`src/include/fpcs_pkg.sv`:
```
// Shared constants and types for the flash program/erase command sequencer host
package fpcs_pkg;

   // ==========================================================
   // Clock and timing
   localparam int CLK_PERIOD_NS = 50;
   localparam int PULSE_NS      = 10000;  // Program pulse interval
   localparam int RECOV_NS      = 6000;   // Write recovery before verify read
   localparam int RAMP_NS       = 100;    // Program supply settle before commands
   localparam int ERASE_US      = 10000;  // Erase pulse interval
   // Least times round up to whole cycles
   localparam int PULSE_CYC = (PULSE_NS + CLK_PERIOD_NS - 1) / CLK_PERIOD_NS;
   localparam int RECOV_CYC = (RECOV_NS + CLK_PERIOD_NS - 1) / CLK_PERIOD_NS;
   localparam int RAMP_CYC  = (RAMP_NS + CLK_PERIOD_NS - 1) / CLK_PERIOD_NS;
   localparam int ERASE_CYC = (ERASE_US * 1000 + CLK_PERIOD_NS - 1) / CLK_PERIOD_NS;
   localparam int STROBE_CYC = 4;         // Strobe low time, covers access plus input sync

   // ==========================================================
   // Retry limits and geometry
   localparam int MAX_PROG_PULSES  = 25;
   localparam int MAX_ERASE_PULSES = 1000;
   localparam int ADDR_W           = 16;
   localparam int DLY_W            = 18;
   localparam int PCNT_W           = 10;

   // ==========================================================
   // Command codes written to the device, erased byte value and identification addresses
   localparam logic [7:0] CMD_READ         = 8'h00;
   localparam logic [7:0] CMD_ERASE_SETUP  = 8'h20;
   localparam logic [7:0] CMD_PROG_SETUP   = 8'h40;
   localparam logic [7:0] CMD_IDENT        = 8'h90;
   localparam logic [7:0] CMD_ERASE_VERIFY = 8'ha0;
   localparam logic [7:0] CMD_PROG_VERIFY  = 8'hc0;
   localparam logic [7:0] CMD_RESET        = 8'hff;
   localparam logic [7:0] ERASED_BYTE      = 8'hff;
   localparam logic [15:0] ID_MAKER_ADDR   = 16'h0000;
   localparam logic [15:0] ID_DEVICE_ADDR  = 16'h0001;

   // ==========================================================
   // User operations
   typedef enum logic [2:0] {
      OP_READ    = 3'h0,
      OP_PROGRAM = 3'h1,
      OP_ERASE   = 3'h2,
      OP_IDENT   = 3'h3,
      OP_RESET   = 3'h4
   } fpcs_op_t;

endpackage

```
`src/hdl/fpcs_bus_cycle.sv`:
```
// One flash pin cycle: write with address on falling and data on rising strobe, or read
`timescale 1ns/1ps
module fpcs_bus_cycle #(
   parameter int ADDR_W     = 16,
   parameter int STROBE_CYC = 4
)(
   // Clock and reset
   input  wire logic              clock_i,
   input  wire logic              rst_n_i,
   // Request from sequencer
   input  wire logic              start_i,
   input  wire logic              write_i,
   input  wire logic [ADDR_W-1:0] addr_i,
   input  wire logic [7:0]        data_i,
   output      logic              busy_o,
   output      logic              done_o,
   output      logic [7:0]        rdata_o,
   // Flash pins
   output      logic [ADDR_W-1:0] fl_addr_o,
   output      logic [7:0]        fl_dq_o,
   output      logic              fl_dq_oe_o,
   input  wire logic [7:0]        fl_dq_i,
   output      logic              fl_ce_n_o,
   output      logic              fl_we_n_o,
   output      logic              fl_oe_n_o
);

   // ==========================================================
   // Cycle state
   typedef enum logic [1:0] {
      B_IDLE   = 2'b00,
      B_SETUP  = 2'b01,
      B_STROBE = 2'b10,
      B_HOLD   = 2'b11
   } fpcs_bus_state_t;

   fpcs_bus_state_t state;
   fpcs_bus_state_t next_state;
   logic [3:0]      cnt;
   logic            is_write;
   logic [7:0]      dq_meta;
   logic [7:0]      dq_sync;

   wire strobe_last = (cnt == 4'(STROBE_CYC - 1));

   // Next state decode
   always_comb
   begin
      case (state)
         B_IDLE:   next_state = start_i ? B_SETUP : B_IDLE;
         B_SETUP:  next_state = B_STROBE;
         B_STROBE: next_state = strobe_last ? B_HOLD : B_STROBE;
         B_HOLD:   next_state = B_IDLE;
         default:  next_state = B_IDLE;
      endcase
   end

   assign busy_o = (state != B_IDLE);
   assign done_o = (state == B_HOLD);

   // Data pins come from another domain, two stages before use
   always_ff @(posedge clock_i or negedge rst_n_i)
   begin
      if (!rst_n_i)
      begin
         dq_meta <= 8'h00;
         dq_sync <= 8'h00;
      end
      else
      begin
         dq_meta <= fl_dq_i;
         dq_sync <= dq_meta;
      end
   end

   // State, strobe counter and read capture
   always_ff @(posedge clock_i or negedge rst_n_i)
   begin
      if (!rst_n_i)
      begin
         state   <= B_IDLE;
         cnt     <= 4'h0;
         rdata_o <= 8'h00;
      end
      else
      begin
         state <= next_state;
         cnt   <= (state == B_STROBE) ? cnt + 4'h1 : 4'h0;
         if (state == B_STROBE && strobe_last && !is_write)
            rdata_o <= dq_sync;
      end
   end

   // Pins are registered; address is stable before the strobe falls, data past its rise
   always_ff @(posedge clock_i or negedge rst_n_i)
   begin
      if (!rst_n_i)
      begin
         is_write   <= 1'b0;
         fl_addr_o  <= '0;
         fl_dq_o    <= 8'h00;
         fl_dq_oe_o <= 1'b0;
         fl_ce_n_o  <= 1'b1;
         fl_we_n_o  <= 1'b1;
         fl_oe_n_o  <= 1'b1;
      end
      else
      begin
         if (state == B_IDLE && start_i)
         begin
            is_write  <= write_i;
            fl_addr_o <= addr_i;
            fl_dq_o   <= data_i;
         end
         fl_ce_n_o  <= (next_state == B_IDLE);
         fl_dq_oe_o <= (next_state != B_IDLE) && (state == B_IDLE ? write_i : is_write);
         fl_we_n_o  <= !(next_state == B_STROBE && is_write);
         fl_oe_n_o  <= !(next_state == B_STROBE && !is_write);
      end
   end

endmodule

```
`src/hdl/fpcs_host_sequencer.sv`:
```
// Host-side sequencer that drives a command-register flash through its pins
// Notes on behaviour
// - Program setup code 40h, array untouched
// - Wait pulse interval before next command
// - Write C0h after pulse to verify
// - Wait recovery time before verify read
// - Compare readback, retry, 25 pulses maximum
// - Time erase pulses, erase-verify after each
// - After program setup, reset twice
// - Single reset suffices after other commands
// - Always issue reset twice in succession
// - Code 80h or 90h enters identification
// - Identification persists until another command
// - Mask finished erase with read command
`timescale 1ns/1ps
module fpcs_host_sequencer #(
   parameter int ADDR_W    = fpcs_pkg::ADDR_W,
   parameter int ERASE_CYC = fpcs_pkg::ERASE_CYC,
   parameter logic [ADDR_W-1:0] LAST_ADDR = '1
)(
   // Clock and reset
   input  wire logic              clock_i,
   input  wire logic              rst_n_i,
   // User request
   input  wire logic              req_valid_i,
   output      logic              req_ready_o,
   input  wire logic [2:0]        req_op_i,
   input  wire logic [ADDR_W-1:0] req_addr_i,
   input  wire logic [7:0]        req_data_i,
   // User answer
   output      logic              resp_valid_o,
   output      logic [15:0]       resp_data_o,
   output      logic              resp_fail_o,
   // Flash pins
   output      logic [ADDR_W-1:0] fl_addr_o,
   output      logic [7:0]        fl_dq_o,
   output      logic              fl_dq_oe_o,
   input  wire logic [7:0]        fl_dq_i,
   output      logic              fl_ce_n_o,
   output      logic              fl_we_n_o,
   output      logic              fl_oe_n_o,
   output      logic              fl_vpp_high_o
);

   localparam int DLY_W  = fpcs_pkg::DLY_W;
   localparam int PCNT_W = fpcs_pkg::PCNT_W;

   // ==========================================================
   // Sequencer state
   typedef enum logic [3:0] {
      S_IDLE     = 4'h0,
      S_RAMP     = 4'h1,
      S_SETUP    = 4'h2,
      S_LOAD     = 4'h3,
      S_PULSE    = 4'h4,
      S_VERIFY   = 4'h5,
      S_RECOV    = 4'h6,
      S_READBACK = 4'h7,
      S_RESET1   = 4'h8,
      S_RESET2   = 4'h9,
      S_ID_CMD   = 4'ha,
      S_ID_RD    = 4'hb,
      S_RD_CMD   = 4'hc,
      S_RD       = 4'hd,
      S_MASK     = 4'he,
      S_DONE     = 4'hf
   } fpcs_state_t;

   fpcs_state_t       state;
   fpcs_state_t       next_state;
   fpcs_pkg::fpcs_op_t op;
   logic [ADDR_W-1:0] addr;
   logic [7:0]        data;
   logic [DLY_W-1:0]  dwell;
   logic [PCNT_W-1:0] pulses;
   logic              launched;
   logic              id_idx;
   logic              cyc_busy;
   logic              cyc_done;
   logic [7:0]        cyc_rdata;
   logic [DLY_W-1:0]  wait_len;
   logic [7:0]        cyc_code;
   logic [ADDR_W-1:0] cyc_addr;

   // ==========================================================
   // Step decode: what each state puts on the pins
   wire is_prog   = (op == fpcs_pkg::OP_PROGRAM);
   wire bus_state = !(state inside {S_IDLE, S_RAMP, S_PULSE, S_RECOV, S_DONE});
   wire is_read   = (state inside {S_READBACK, S_ID_RD, S_RD});
   wire cyc_start = bus_state && !cyc_busy && !launched;
   wire wait_end  = (dwell == wait_len - 1'b1);
   wire match     = (cyc_rdata == data);
   wire erased    = (cyc_rdata == fpcs_pkg::ERASED_BYTE);
   wire [PCNT_W-1:0] pulse_max = is_prog ? PCNT_W'(fpcs_pkg::MAX_PROG_PULSES)
                                         : PCNT_W'(fpcs_pkg::MAX_ERASE_PULSES);

   // Codes and addresses per step; verify reuses the captured address
   always_comb
   begin
      cyc_code = fpcs_pkg::CMD_RESET;
      cyc_addr = addr;
      wait_len = DLY_W'(fpcs_pkg::RAMP_CYC);
      case (state)
         S_SETUP:  cyc_code = is_prog ? fpcs_pkg::CMD_PROG_SETUP : fpcs_pkg::CMD_ERASE_SETUP;
         S_LOAD:   cyc_code = is_prog ? data : fpcs_pkg::CMD_ERASE_SETUP;
         S_VERIFY: cyc_code = is_prog ? fpcs_pkg::CMD_PROG_VERIFY : fpcs_pkg::CMD_ERASE_VERIFY;
         S_ID_CMD: cyc_code = fpcs_pkg::CMD_IDENT;
         S_ID_RD:  cyc_addr = id_idx ? ADDR_W'(fpcs_pkg::ID_DEVICE_ADDR)
                                     : ADDR_W'(fpcs_pkg::ID_MAKER_ADDR);
         S_RD_CMD: cyc_code = fpcs_pkg::CMD_READ;
         S_MASK:   cyc_code = fpcs_pkg::CMD_READ;
         S_PULSE:  wait_len = is_prog ? DLY_W'(fpcs_pkg::PULSE_CYC) : DLY_W'(ERASE_CYC);
         S_RECOV:  wait_len = DLY_W'(fpcs_pkg::RECOV_CYC);
         default:  cyc_code = fpcs_pkg::CMD_RESET;
      endcase
   end

   // ==========================================================
   // Next state
   always_comb
   begin
      next_state = state;
      case (state)
         S_IDLE:
            if (req_valid_i)
               case (req_op_i)
                  fpcs_pkg::OP_PROGRAM, fpcs_pkg::OP_ERASE: next_state = S_RAMP;
                  fpcs_pkg::OP_IDENT: next_state = S_ID_CMD;
                  fpcs_pkg::OP_READ:  next_state = S_RD_CMD;
                  default:            next_state = S_RESET1;
               endcase
         S_RAMP:   if (wait_end) next_state = S_SETUP;
         S_SETUP:  if (cyc_done) next_state = S_LOAD;
         S_LOAD:   if (cyc_done) next_state = S_PULSE;
         S_PULSE:  if (wait_end) next_state = S_VERIFY;
         S_VERIFY: if (cyc_done) next_state = S_RECOV;
         S_RECOV:  if (wait_end) next_state = S_READBACK;
         S_READBACK:
            if (cyc_done)
            begin
               if (is_prog ? match : erased)
                  next_state = is_prog ? S_RESET1 : (addr == LAST_ADDR ? S_MASK : S_VERIFY);
               else
                  next_state = (pulses == pulse_max) ? S_RESET1 : S_SETUP;
            end
         S_RESET1: if (cyc_done) next_state = S_RESET2;
         S_RESET2: if (cyc_done) next_state = S_DONE;
         S_ID_CMD: if (cyc_done) next_state = S_ID_RD;
         S_ID_RD:  if (cyc_done && id_idx) next_state = S_RESET1;
         S_RD_CMD: if (cyc_done) next_state = S_RD;
         S_RD:     if (cyc_done) next_state = S_DONE;
         S_MASK:   if (cyc_done) next_state = S_RESET1;
         S_DONE:   next_state = S_IDLE;
         default:  next_state = S_IDLE;
      endcase
   end

   assign req_ready_o  = (state == S_IDLE);
   assign resp_valid_o = (state == S_DONE);

   // Request capture, dwell timer and launch bookkeeping
   always_ff @(posedge clock_i or negedge rst_n_i)
   begin
      if (!rst_n_i)
      begin
         state    <= S_IDLE;
         op       <= fpcs_pkg::OP_READ;
         addr     <= '0;
         data     <= 8'h00;
         dwell    <= '0;
         launched <= 1'b0;
      end
      else
      begin
         state    <= next_state;
         dwell    <= (next_state != state) ? '0 : dwell + 1'b1;
         launched <= cyc_done ? 1'b0 : (launched | cyc_start);
         if (state == S_IDLE && req_valid_i)
         begin
            op   <= fpcs_pkg::fpcs_op_t'(req_op_i);
            addr <= (req_op_i == fpcs_pkg::OP_ERASE) ? '0 : req_addr_i;
            data <= req_data_i;
         end
         else if (state == S_READBACK && cyc_done && !is_prog && erased && addr != LAST_ADDR)
            addr <= addr + 1'b1;   // Next erase-verify address
      end
   end

   // Pulse count, supply switch and answer; supply is high only around program/erase
   always_ff @(posedge clock_i or negedge rst_n_i)
   begin
      if (!rst_n_i)
      begin
         pulses        <= '0;
         id_idx        <= 1'b0;
         fl_vpp_high_o <= 1'b0;
         resp_data_o   <= 16'h0000;
         resp_fail_o   <= 1'b0;
      end
      else
      begin
         if (state == S_IDLE)
         begin
            pulses      <= '0;
            id_idx      <= 1'b0;
            resp_fail_o <= 1'b0;
         end
         if (state == S_LOAD && cyc_done)
            pulses <= pulses + 1'b1;
         fl_vpp_high_o <= (next_state inside {S_RAMP, S_SETUP, S_LOAD, S_PULSE, S_VERIFY,
                                              S_RECOV, S_READBACK, S_MASK});
         if (state == S_READBACK && cyc_done)
         begin
            resp_data_o <= {8'h00, cyc_rdata};
            resp_fail_o <= !(is_prog ? match : erased) && (pulses == pulse_max);
         end
         if ((state == S_ID_RD || state == S_RD) && cyc_done)
         begin
            if (id_idx)
               resp_data_o[15:8] <= cyc_rdata;
            else
               resp_data_o <= {8'h00, cyc_rdata};
            id_idx <= 1'b1;
         end
      end
   end

   // ==========================================================
   // Pin cycle engine
   fpcs_bus_cycle #(
      .ADDR_W     (ADDR_W),
      .STROBE_CYC (fpcs_pkg::STROBE_CYC)
   ) u_cycle (
      .clock_i    (clock_i),
      .rst_n_i    (rst_n_i),
      .start_i    (cyc_start),
      .write_i    (!is_read),
      .addr_i     (cyc_addr),
      .data_i     (cyc_code),
      .busy_o     (cyc_busy),
      .done_o     (cyc_done),
      .rdata_o    (cyc_rdata),
      .fl_addr_o  (fl_addr_o),
      .fl_dq_o    (fl_dq_o),
      .fl_dq_oe_o (fl_dq_oe_o),
      .fl_dq_i    (fl_dq_i),
      .fl_ce_n_o  (fl_ce_n_o),
      .fl_we_n_o  (fl_we_n_o),
      .fl_oe_n_o  (fl_oe_n_o)
   );

   // ==========================================================
   // Checks
   property p_setup_then_load;
      @(posedge clock_i) disable iff (!rst_n_i)
      (state == S_SETUP && cyc_done) |=> (state == S_LOAD) && cyc_start && (!is_prog || cyc_code == data);
   endproperty
   a_setup_then_load: assert property (p_setup_then_load) else $error("setup not followed by load");

   property p_prog_pulse_len;
      @(posedge clock_i) disable iff (!rst_n_i)
      (state == S_PULSE && next_state == S_VERIFY && is_prog) |-> (dwell == DLY_W'(fpcs_pkg::PULSE_CYC - 1));
   endproperty
   a_prog_pulse_len: assert property (p_prog_pulse_len) else $error("program pulse wait wrong");

   property p_erase_pulse_len;
      @(posedge clock_i) disable iff (!rst_n_i)
      (state == S_PULSE && next_state == S_VERIFY && !is_prog) |-> (dwell == DLY_W'(ERASE_CYC - 1));
   endproperty
   a_erase_pulse_len: assert property (p_erase_pulse_len) else $error("erase pulse wait wrong");

   property p_recovery;
      @(posedge clock_i) disable iff (!rst_n_i)
      (state == S_RECOV && next_state == S_READBACK) |-> (dwell == DLY_W'(fpcs_pkg::RECOV_CYC - 1));
   endproperty
   a_recovery: assert property (p_recovery) else $error("verify read before recovery");

   property p_pulse_limit;
      @(posedge clock_i) disable iff (!rst_n_i)
      (state == S_LOAD && cyc_start) |-> (pulses < pulse_max);
   endproperty
   a_pulse_limit: assert property (p_pulse_limit) else $error("pulse limit exceeded");

   property p_double_reset;
      @(posedge clock_i) disable iff (!rst_n_i)
      (state == S_RESET1 && cyc_done) |=> (state == S_RESET2) && cyc_start
                                          ##1 (!fl_ce_n_o && fl_dq_o == fpcs_pkg::CMD_RESET);
   endproperty
   a_double_reset: assert property (p_double_reset) else $error("reset not issued twice");

   property p_supply_high;
      @(posedge clock_i) disable iff (!rst_n_i)
      (state inside {S_SETUP, S_LOAD, S_VERIFY} && cyc_start) |-> fl_vpp_high_o && $past(fl_vpp_high_o, 2);
   endproperty
   a_supply_high: assert property (p_supply_high) else $error("program step at low supply");

   property p_id_addr;
      @(posedge clock_i) disable iff (!rst_n_i)
      (state == S_ID_RD && cyc_start) |-> (cyc_addr == ADDR_W'(id_idx)) ##2 (fl_addr_o == ADDR_W'(id_idx));
   endproperty
   a_id_addr: assert property (p_id_addr) else $error("identification address wrong");

   property p_mask_read;
      @(posedge clock_i) disable iff (!rst_n_i)
      (state == S_READBACK && cyc_done && !is_prog && erased && addr == LAST_ADDR) |=> (state == S_MASK);
   endproperty
   a_mask_read: assert property (p_mask_read) else $error("erase not masked");

   property p_strobe_idle;
      @(posedge clock_i) disable iff (!rst_n_i)
      (state == S_IDLE) |-> fl_we_n_o && fl_oe_n_o && !fl_vpp_high_o;
   endproperty
   a_strobe_idle: assert property (p_strobe_idle) else $error("pins active while idle");

   c_prog_done:  cover property (@(posedge clock_i) disable iff (!rst_n_i) state == S_DONE && is_prog && !resp_fail_o);
   c_prog_retry: cover property (@(posedge clock_i) disable iff (!rst_n_i) state == S_SETUP && pulses == 2);
   c_erase_mask: cover property (@(posedge clock_i) disable iff (!rst_n_i) state == S_MASK);
   c_ident:      cover property (@(posedge clock_i) disable iff (!rst_n_i) state == S_ID_RD && cyc_done && id_idx);

endmodule

```
`config.mk`:
```
export PLATFORM = sky130hd
export DESIGN_NAME = fpcs_host_sequencer
export DESIGN_NICKNAME = d
export VERILOG_FILES = /design/src/include/fpcs_pkg.sv /design/src/hdl/fpcs_bus_cycle.sv /design/src/hdl/fpcs_host_sequencer.sv
export SDC_FILE = /design/constraint.sdc
export NUM_CORES = 1
export LEC_CHECK = 0
export BUFFER_PORTS_ARGS = -buffer_cell sky130_fd_sc_hd__buf_2
export CAP_MARGIN = 10
export CORE_MARGIN = 2
export CORE_UTILIZATION = 48
export DETAILED_ROUTE_END_ITERATION = 8
export GPL_TIMING_DRIVEN = 0
export HOLD_SLACK_MARGIN = 0.12
export PLACE_DENSITY = 0.78
export REMOVE_ABC_BUFFERS = 1
export SYNTH_ARGS = -nofsm -noshare
export SYNTH_HDL_FRONTEND = slang
export SYNTH_SLANG_ARGS = --single-unit
```
`constraint.sdc`:
```
create_clock -name clock_i -period 3.2 [get_ports clock_i]
set_input_delay 0.48 -clock clock_i [delete_from_list [all_inputs] [get_ports clock_i]]
set_output_delay 0.48 -clock clock_i [all_outputs]
set_load 0.05 [all_outputs]
```
Word level (Yosys, flattened, before mapping)
Cells that the tools add are included.
- $add $sub $neg: 5
- eq/ne operators: 39
- mux-type cells: 49
- bitwise operators: 1
- reductions and logical operators: 44
- operators by type and width (operator ; number):
    16-bit 2-to-1 mux ; 6
    4-bit 2-to-1 mux ; 19
    4-bit case mux with 15 select lines ; 1
    8-bit case mux with 5 select lines ; 1
    4-bit equality test, second input constant ; 9
    18-bit 2-to-1 mux ; 2
    18-bit case mux with 2 select lines ; 1
    4-bit by 3-bit equality test with 1-bit output, second input constant ; 8
    10-bit 2-to-1 mux ; 3
    8-bit 2-to-1 mux ; 3
    4-bit by 2-bit equality test with 1-bit output, second input constant ; 5
    18-bit by 1-bit adder with 18-bit output, second input constant ; 1
    18-bit equality test ; 1
    18-bit by 1-bit subtractor with 18-bit output, second input constant ; 1
    1-bit logical AND ; 17
    16-bit by 1-bit adder with 16-bit output, second input constant ; 1
    16-bit equality test, second input constant ; 1
    16-bit inequality test, second input constant ; 1
    7-bit 2-to-1 mux ; 2
    2-bit nonzero test ; 7
    4-bit case mux with 3 select lines ; 1
    10-bit by 1-bit adder with 10-bit output, second input constant ; 1
    10-bit equality test ; 1
    1-bit zero test ; 9
    20 further kinds ; 36
- flip-flop bits (word level): 138

Longest topological paths before layout
- depth after elaboration: 10
- gate-level depth with buffers: 11

Cells and area by module
A second synthesis with hierarchy kept.
- cell total of the unflattened synthesis: 695
- area, all modules: 7054.3 um^2
- modules (own cells, without submodules) (module ; times used ; cells each ; area each (um^2) ; sequential area each (um^2)):
    fpcs_host_sequencer ; 1 ; 576 ; 4946.0 ; 1976.9
    fpcs_bus_cycle ; 1 ; 119 ; 2108.3 ; 1480.2

Worst setup path after synthesis
OpenSTA, ideal clock, no wires.
- path kind: register to register
- start: register state[1]
- end: register addr[9]
- arrival: 2.483 ns
- required time: 3.123 ns
- path slack: 0.639 ns
- stages on the path, launching flop included: 12
- period minus slack after synthesis: 2.561 ns
- path through: dfrtp_1 buf_2 nor3_1 nand2_1 inv_1 nand2_1 nor2_1 clkbuf_1 nand2_1 o31ai_1 a21oi_1 a21oi_1
- elaborated cells on any way between the ends: 9
- those cells by class: 1 x eq/ne; 1 x mux; 7 x reduce/logical
- RTL lines (what ; RTL line ; RTL):
    start: declaration ; fpcs_host_sequencer.sv:69 ; fpcs_state_t state;
    start signal: assignment ; fpcs_host_sequencer.sv:175 ; state <= next_state;
    4-bit zero test * ; -- ;
    net req_ready_o ; fpcs_host_sequencer.sv:26 ; output logic req_ready_o,
    1-bit logical AND * ; fpcs_host_sequencer.sv:178 ; if (state == S_IDLE && req_valid_i)
    16-bit 2-to-1 mux / 2-bit nonzero test (equally long branches) ; -- ;
    end signal: assignment ; fpcs_host_sequencer.sv:181 ; addr <= (req_op_i == fpcs_pkg::OP_ERASE) ? '0 : req_addr_i;
    end signal: assignment ; fpcs_host_sequencer.sv:185 ; addr <= addr + 1'b1;
    end: declaration ; fpcs_host_sequencer.sv:72 ; logic [ADDR_W-1:0] addr;
The timed path passes the listed nets; every way through them passes the cells marked *.
A chain may end at the register's enable or synchronous reset.

Worst setup path in the final report
- start: register state[1]
- end: register u_cycle.fl_dq_o[5]
- cells in the longest elaborated chain, start to end: 6
- elaborated cells on any way between the ends: 18
- those cells by class: 10 x eq/ne; 1 x mux; 7 x reduce/logical
- ends and longest elaborated chain (what ; RTL line ; RTL):
    4-bit by 1-bit equality test with 1-bit output (tied with other cells) ; fpcs_host_sequencer.sv:88 ; wire bus_state = !(state inside {S_IDLE, S_RAMP, S_PULSE, S_RECOV, S_DONE});
    5-bit nonzero test ; fpcs_host_sequencer.sv:88 ;
    1-bit zero test ; fpcs_host_sequencer.sv:88 ;
    1-bit logical AND (2 in series) ; fpcs_host_sequencer.sv:90 ; wire cyc_start = bus_state && !cyc_busy && !launched;
    1-bit logical AND ; fpcs_bus_cycle.sv:109 ; if (state == B_IDLE && start_i)
    end signal: assignment ; fpcs_bus_cycle.sv:113 ; fl_dq_o <= data_i;
    end: declaration ; fpcs_bus_cycle.sv:20 ; output logic [7:0] fl_dq_o,
Several ways; a longest one is shown, not always the timed one.

==> impl_metrics.yaml <==
cells_and_area:
  syn_to_final_growth_pct: 19.83
  finalNetCount: 828
  drive_gt1_frac: 0.2126
  n_antenna_cell: 0
yosys:
  synth_most_common_cell: "dfrtp_1"
  synthTopCellsByCount: "135 x dfrtp_1, 131 x nand2_1, 48 x nor2_1, 46 x a21oi_1, 41 x nand3_1"
  synthTopCellsByArea: "dfrtp_1 50%, nand2_1 7.3%, a21oi_1 3.4%"
  ys_seq_area_frac: 0.5126
  synth_warnings: 0
  ys_types: 68
  yosysTopAreaCell: "dfrtp_1"
  syn-mean-instance-area_um2: 9.580
  synth-main-ff-cell: "dfrtp_1"
  syn_inst: 704
  async_flop_share: 1.000
  synth_edf_count: 0
  ys_seq_elements: 138
  yosysTopAreaCellShare: 0.5009
  netlist_area_um2: 6744
clocking:
  numCtsBuffers: 17
  clkTransAtPathRegs_ns: 0.06
  clockBufferDepth: 2
  cts_tree: "done"
  h-tree-depth: 4
  clk_latency_ns: 0.43
  cts-root-buf: "clkbuf_16"
  cts.sinks: 138
hold_path:
  hold_class: "in -> reg"
timing:
  setup_ws_ns: 0.2399
  hold_viol_final: 0
  whs_ns: 0.1536
  finalCritPeriodShare: 0.9250
  worst_clock_skew_ns: 0.007715
  slew_headroom: 0.3425
  rsz0062_at_grt: "no"
  setup_violations: 0
  final_max_slew_viol_count: 0
  period_minus_slack_ns: 2.960
  timing.fmax_ghz: 0.3378
  tightest_slew_ns: 0.9819
drt:
  drt-total-wl_um: 16220
  first_pass_iters: 6
  vias: 5596
  dr.first_iter.drc_count: 563
  post_drt_via_cell_ratio: 5.739
  final_antenna_net_count: 0
  wire_per_inst_um: 16.64
  drcViolationCount: 0
setup_path:
  critPathLaunchType: "register"
  critical-path-slowest-cell: "dfrtp_2"
  critPathBufInv: 0
  critPathKind: "reg -> reg"
  end_kind: "register"
  cp.arrival_ns: 3.28
  cp.required_ns: 3.52
  crit_family: "simple AND/OR/NAND/NOR gates"
  path_cells: "mux2_2 -> o221ai_1 -> nand2b_1 -> nor4_2 -> o21ai_0 -> o21a_1"
  cp_max_fo: 33
  crit_path_max_incr_delay_ns: 0.73
grt:
  grt_pass1_vias: 5316
  overflow: 0
  grt_pass1_wl_um: 26650
  antenna_found_initial: 0
  grt_start_max_net_pins: 105
  grt.total_usage: 0.2308
floorplan:
  initial_utilization: 0.4877
  ios: 86
  coreArea_um2: 13830
  die-area_um2: 15010
  die_x_um: 122.5
  fp.dieH_um: 122.5
  num_rows: 43
power_and_ir_drop:
  p_leak_nw: 3.812
  irDropWorstVdd_v: 0.0005719
  power.density_nw_per_um2: 815.0
placement:
  place_hpwl_um: 10910
  portBuffers: 85
  pre_cts_slack_ns: -1.083
  routabilityCongestion: 0.9031
status:
  status: "finished clean"
run:
  drv_cap: 0
-- metal layers --
metal  GRT usage  part of all wire  vias to the layer above
met2      0.3441              0.46                      191
met4     0.08261             0.025                        0
met3     0.06366             0.062                       39
met5           0                 0                        -
met1      0.3242              0.45                     2713
li1            -                 -                     2653
-- flip-flops by register name (all words and copies together), names as in the netlist, 2 cells and up --
signal / cells
dwell: 18
addr: 16
resp_data_o: 16
u_cycle.fl_addr_o: 16
pulses: 10
data: 8
u_cycle.dq_meta: 8
u_cycle.dq_sync: 8
u_cycle.fl_dq_o: 8
u_cycle.rdata_o: 8
state: 4
u_cycle.cnt: 4
op: 3
u_cycle.state: 2
-- logic make-up after synthesis --
group	count (synthesis)	share of synthesized area
flops	138	0.5126
xor+xnor	30	0.03896
compound gates	150	0.1417
simple gates	311	0.2289
fa+ha+maj	8	0.01484
buf+inv	48	0.02968
mux	19	0.03321
-- final timing paths --
kind | start | to | slack [ns] | cells after the start
min in group asynchronous | rst_n_i | dwell[15]$_DFF_PN0_ | 0.51 | 2
worst min register to register | u_cycle.dq_meta[4]$_DFF_PN0_ | u_cycle.dq_sync[4]$_DFF_PN0_ | 0.35 | 0
worst max-delay path | state[1]$_DFF_PN0_ | u_cycle.fl_dq_o[5]$_DFFE_PN0P_ | 0.24 | 6
worst max register to register | state[1]$_DFF_PN0_ | u_cycle.fl_dq_o[5]$_DFFE_PN0P_ | 0.24 | 6
worst min-delay path | fl_dq_i[4] | u_cycle.dq_meta[4]$_DFF_PN0_ | 0.15 | 1
max in group asynchronous | rst_n_i | u_cycle.fl_addr_o[2]$_DFFE_PN0P_ | 1.88 | 3
-- layout make-up --
type	instances	area, um2
multi-input cells	519	3133
well taps	180	225.2
fillers	1170	5746
clock buffers	19	442.9
repair buffers	89	494.2
inverters	17	63.81
flip-flops and latches	138	3461
clock inverters	13	261.5
-- metrics by stage --
| stage | power [mW] | util | cells | area, um2 | setup TNS [ns] |
|---|---|---|---|---|---|
| floorplan | 3.687 | - | 673 | 6608 | -1.566 |
| detailed placement | 4.209 | 0.5279 | 940 | 7300 | -20.53 |
| global placement | 4.158 | 0.5249 | 938 | 7258 | -49.24 |
| global route | 6.922 | 0.5845 | 975 | 8082 | 0 |
| CTS | 6.588 | 0.5826 | 974 | 8055 | 0 |
| finish | 6.586 | 0.5845 | 975 | 8082 | 0 |
-- placed cells by master, fill, tap and decap left out, types with 4 or more instances in the layout --
| cell type | count |
|---|---|
| nor3_2 | 11 |
| mux2_2 | 17 |
| a22o_1 | 10 |
| and2_1 | 6 |
| inv_1 | 17 |
| nand4_1 | 10 |
| o31ai_1 | 5 |
| nor4_1 | 5 |
| xor2_1 | 15 |
| and3_1 | 11 |
| nor4b_1 | 5 |
| a22oi_1 | 4 |
| o21ai_0 | 40 |
| xnor2_1 | 15 |
| nand2_1 | 129 |
| o21a_1 | 4 |
| bufinv_16 | 7 |
| a31oi_1 | 8 |
| nor2_1 | 46 |
| nand3_1 | 41 |
| ha_1 | 8 |
| or4_1 | 4 |
| buf_2 | 85 |
| clkbuf_16 | 17 |
| nor3_1 | 11 |
| dfrtp_1 | 132 |
| a21oi_1 | 46 |
| o211ai_1 | 6 |
| nand2b_1 | 4 |
-- repair_timing --
| item | in CTS | in global routing |
|---|---|---|
| gates resized for setup | 9 | 2 |
| setup endpoints to repair | 40 | 36 |
| hold buffers | 1 | 0 |
| buffers inserted | 0 | 1 |
| pin swaps | 1 | 0 |
| gates cloned | 1 | 0 |
| hold endpoints to repair | 31 | 0 |
-- power breakdown --
| group | switching (mW) | internal, mW | leakage (nW) |
|---|---|---|---|
| logic | 1.18 | 0.605 | 1.70 |
| registers | 0.395 | 2.08 | 1.78 |
| clock network | 0.764 | 1.57 | 0.338 |
Note: power is estimated with default switching activity, not from simulation.
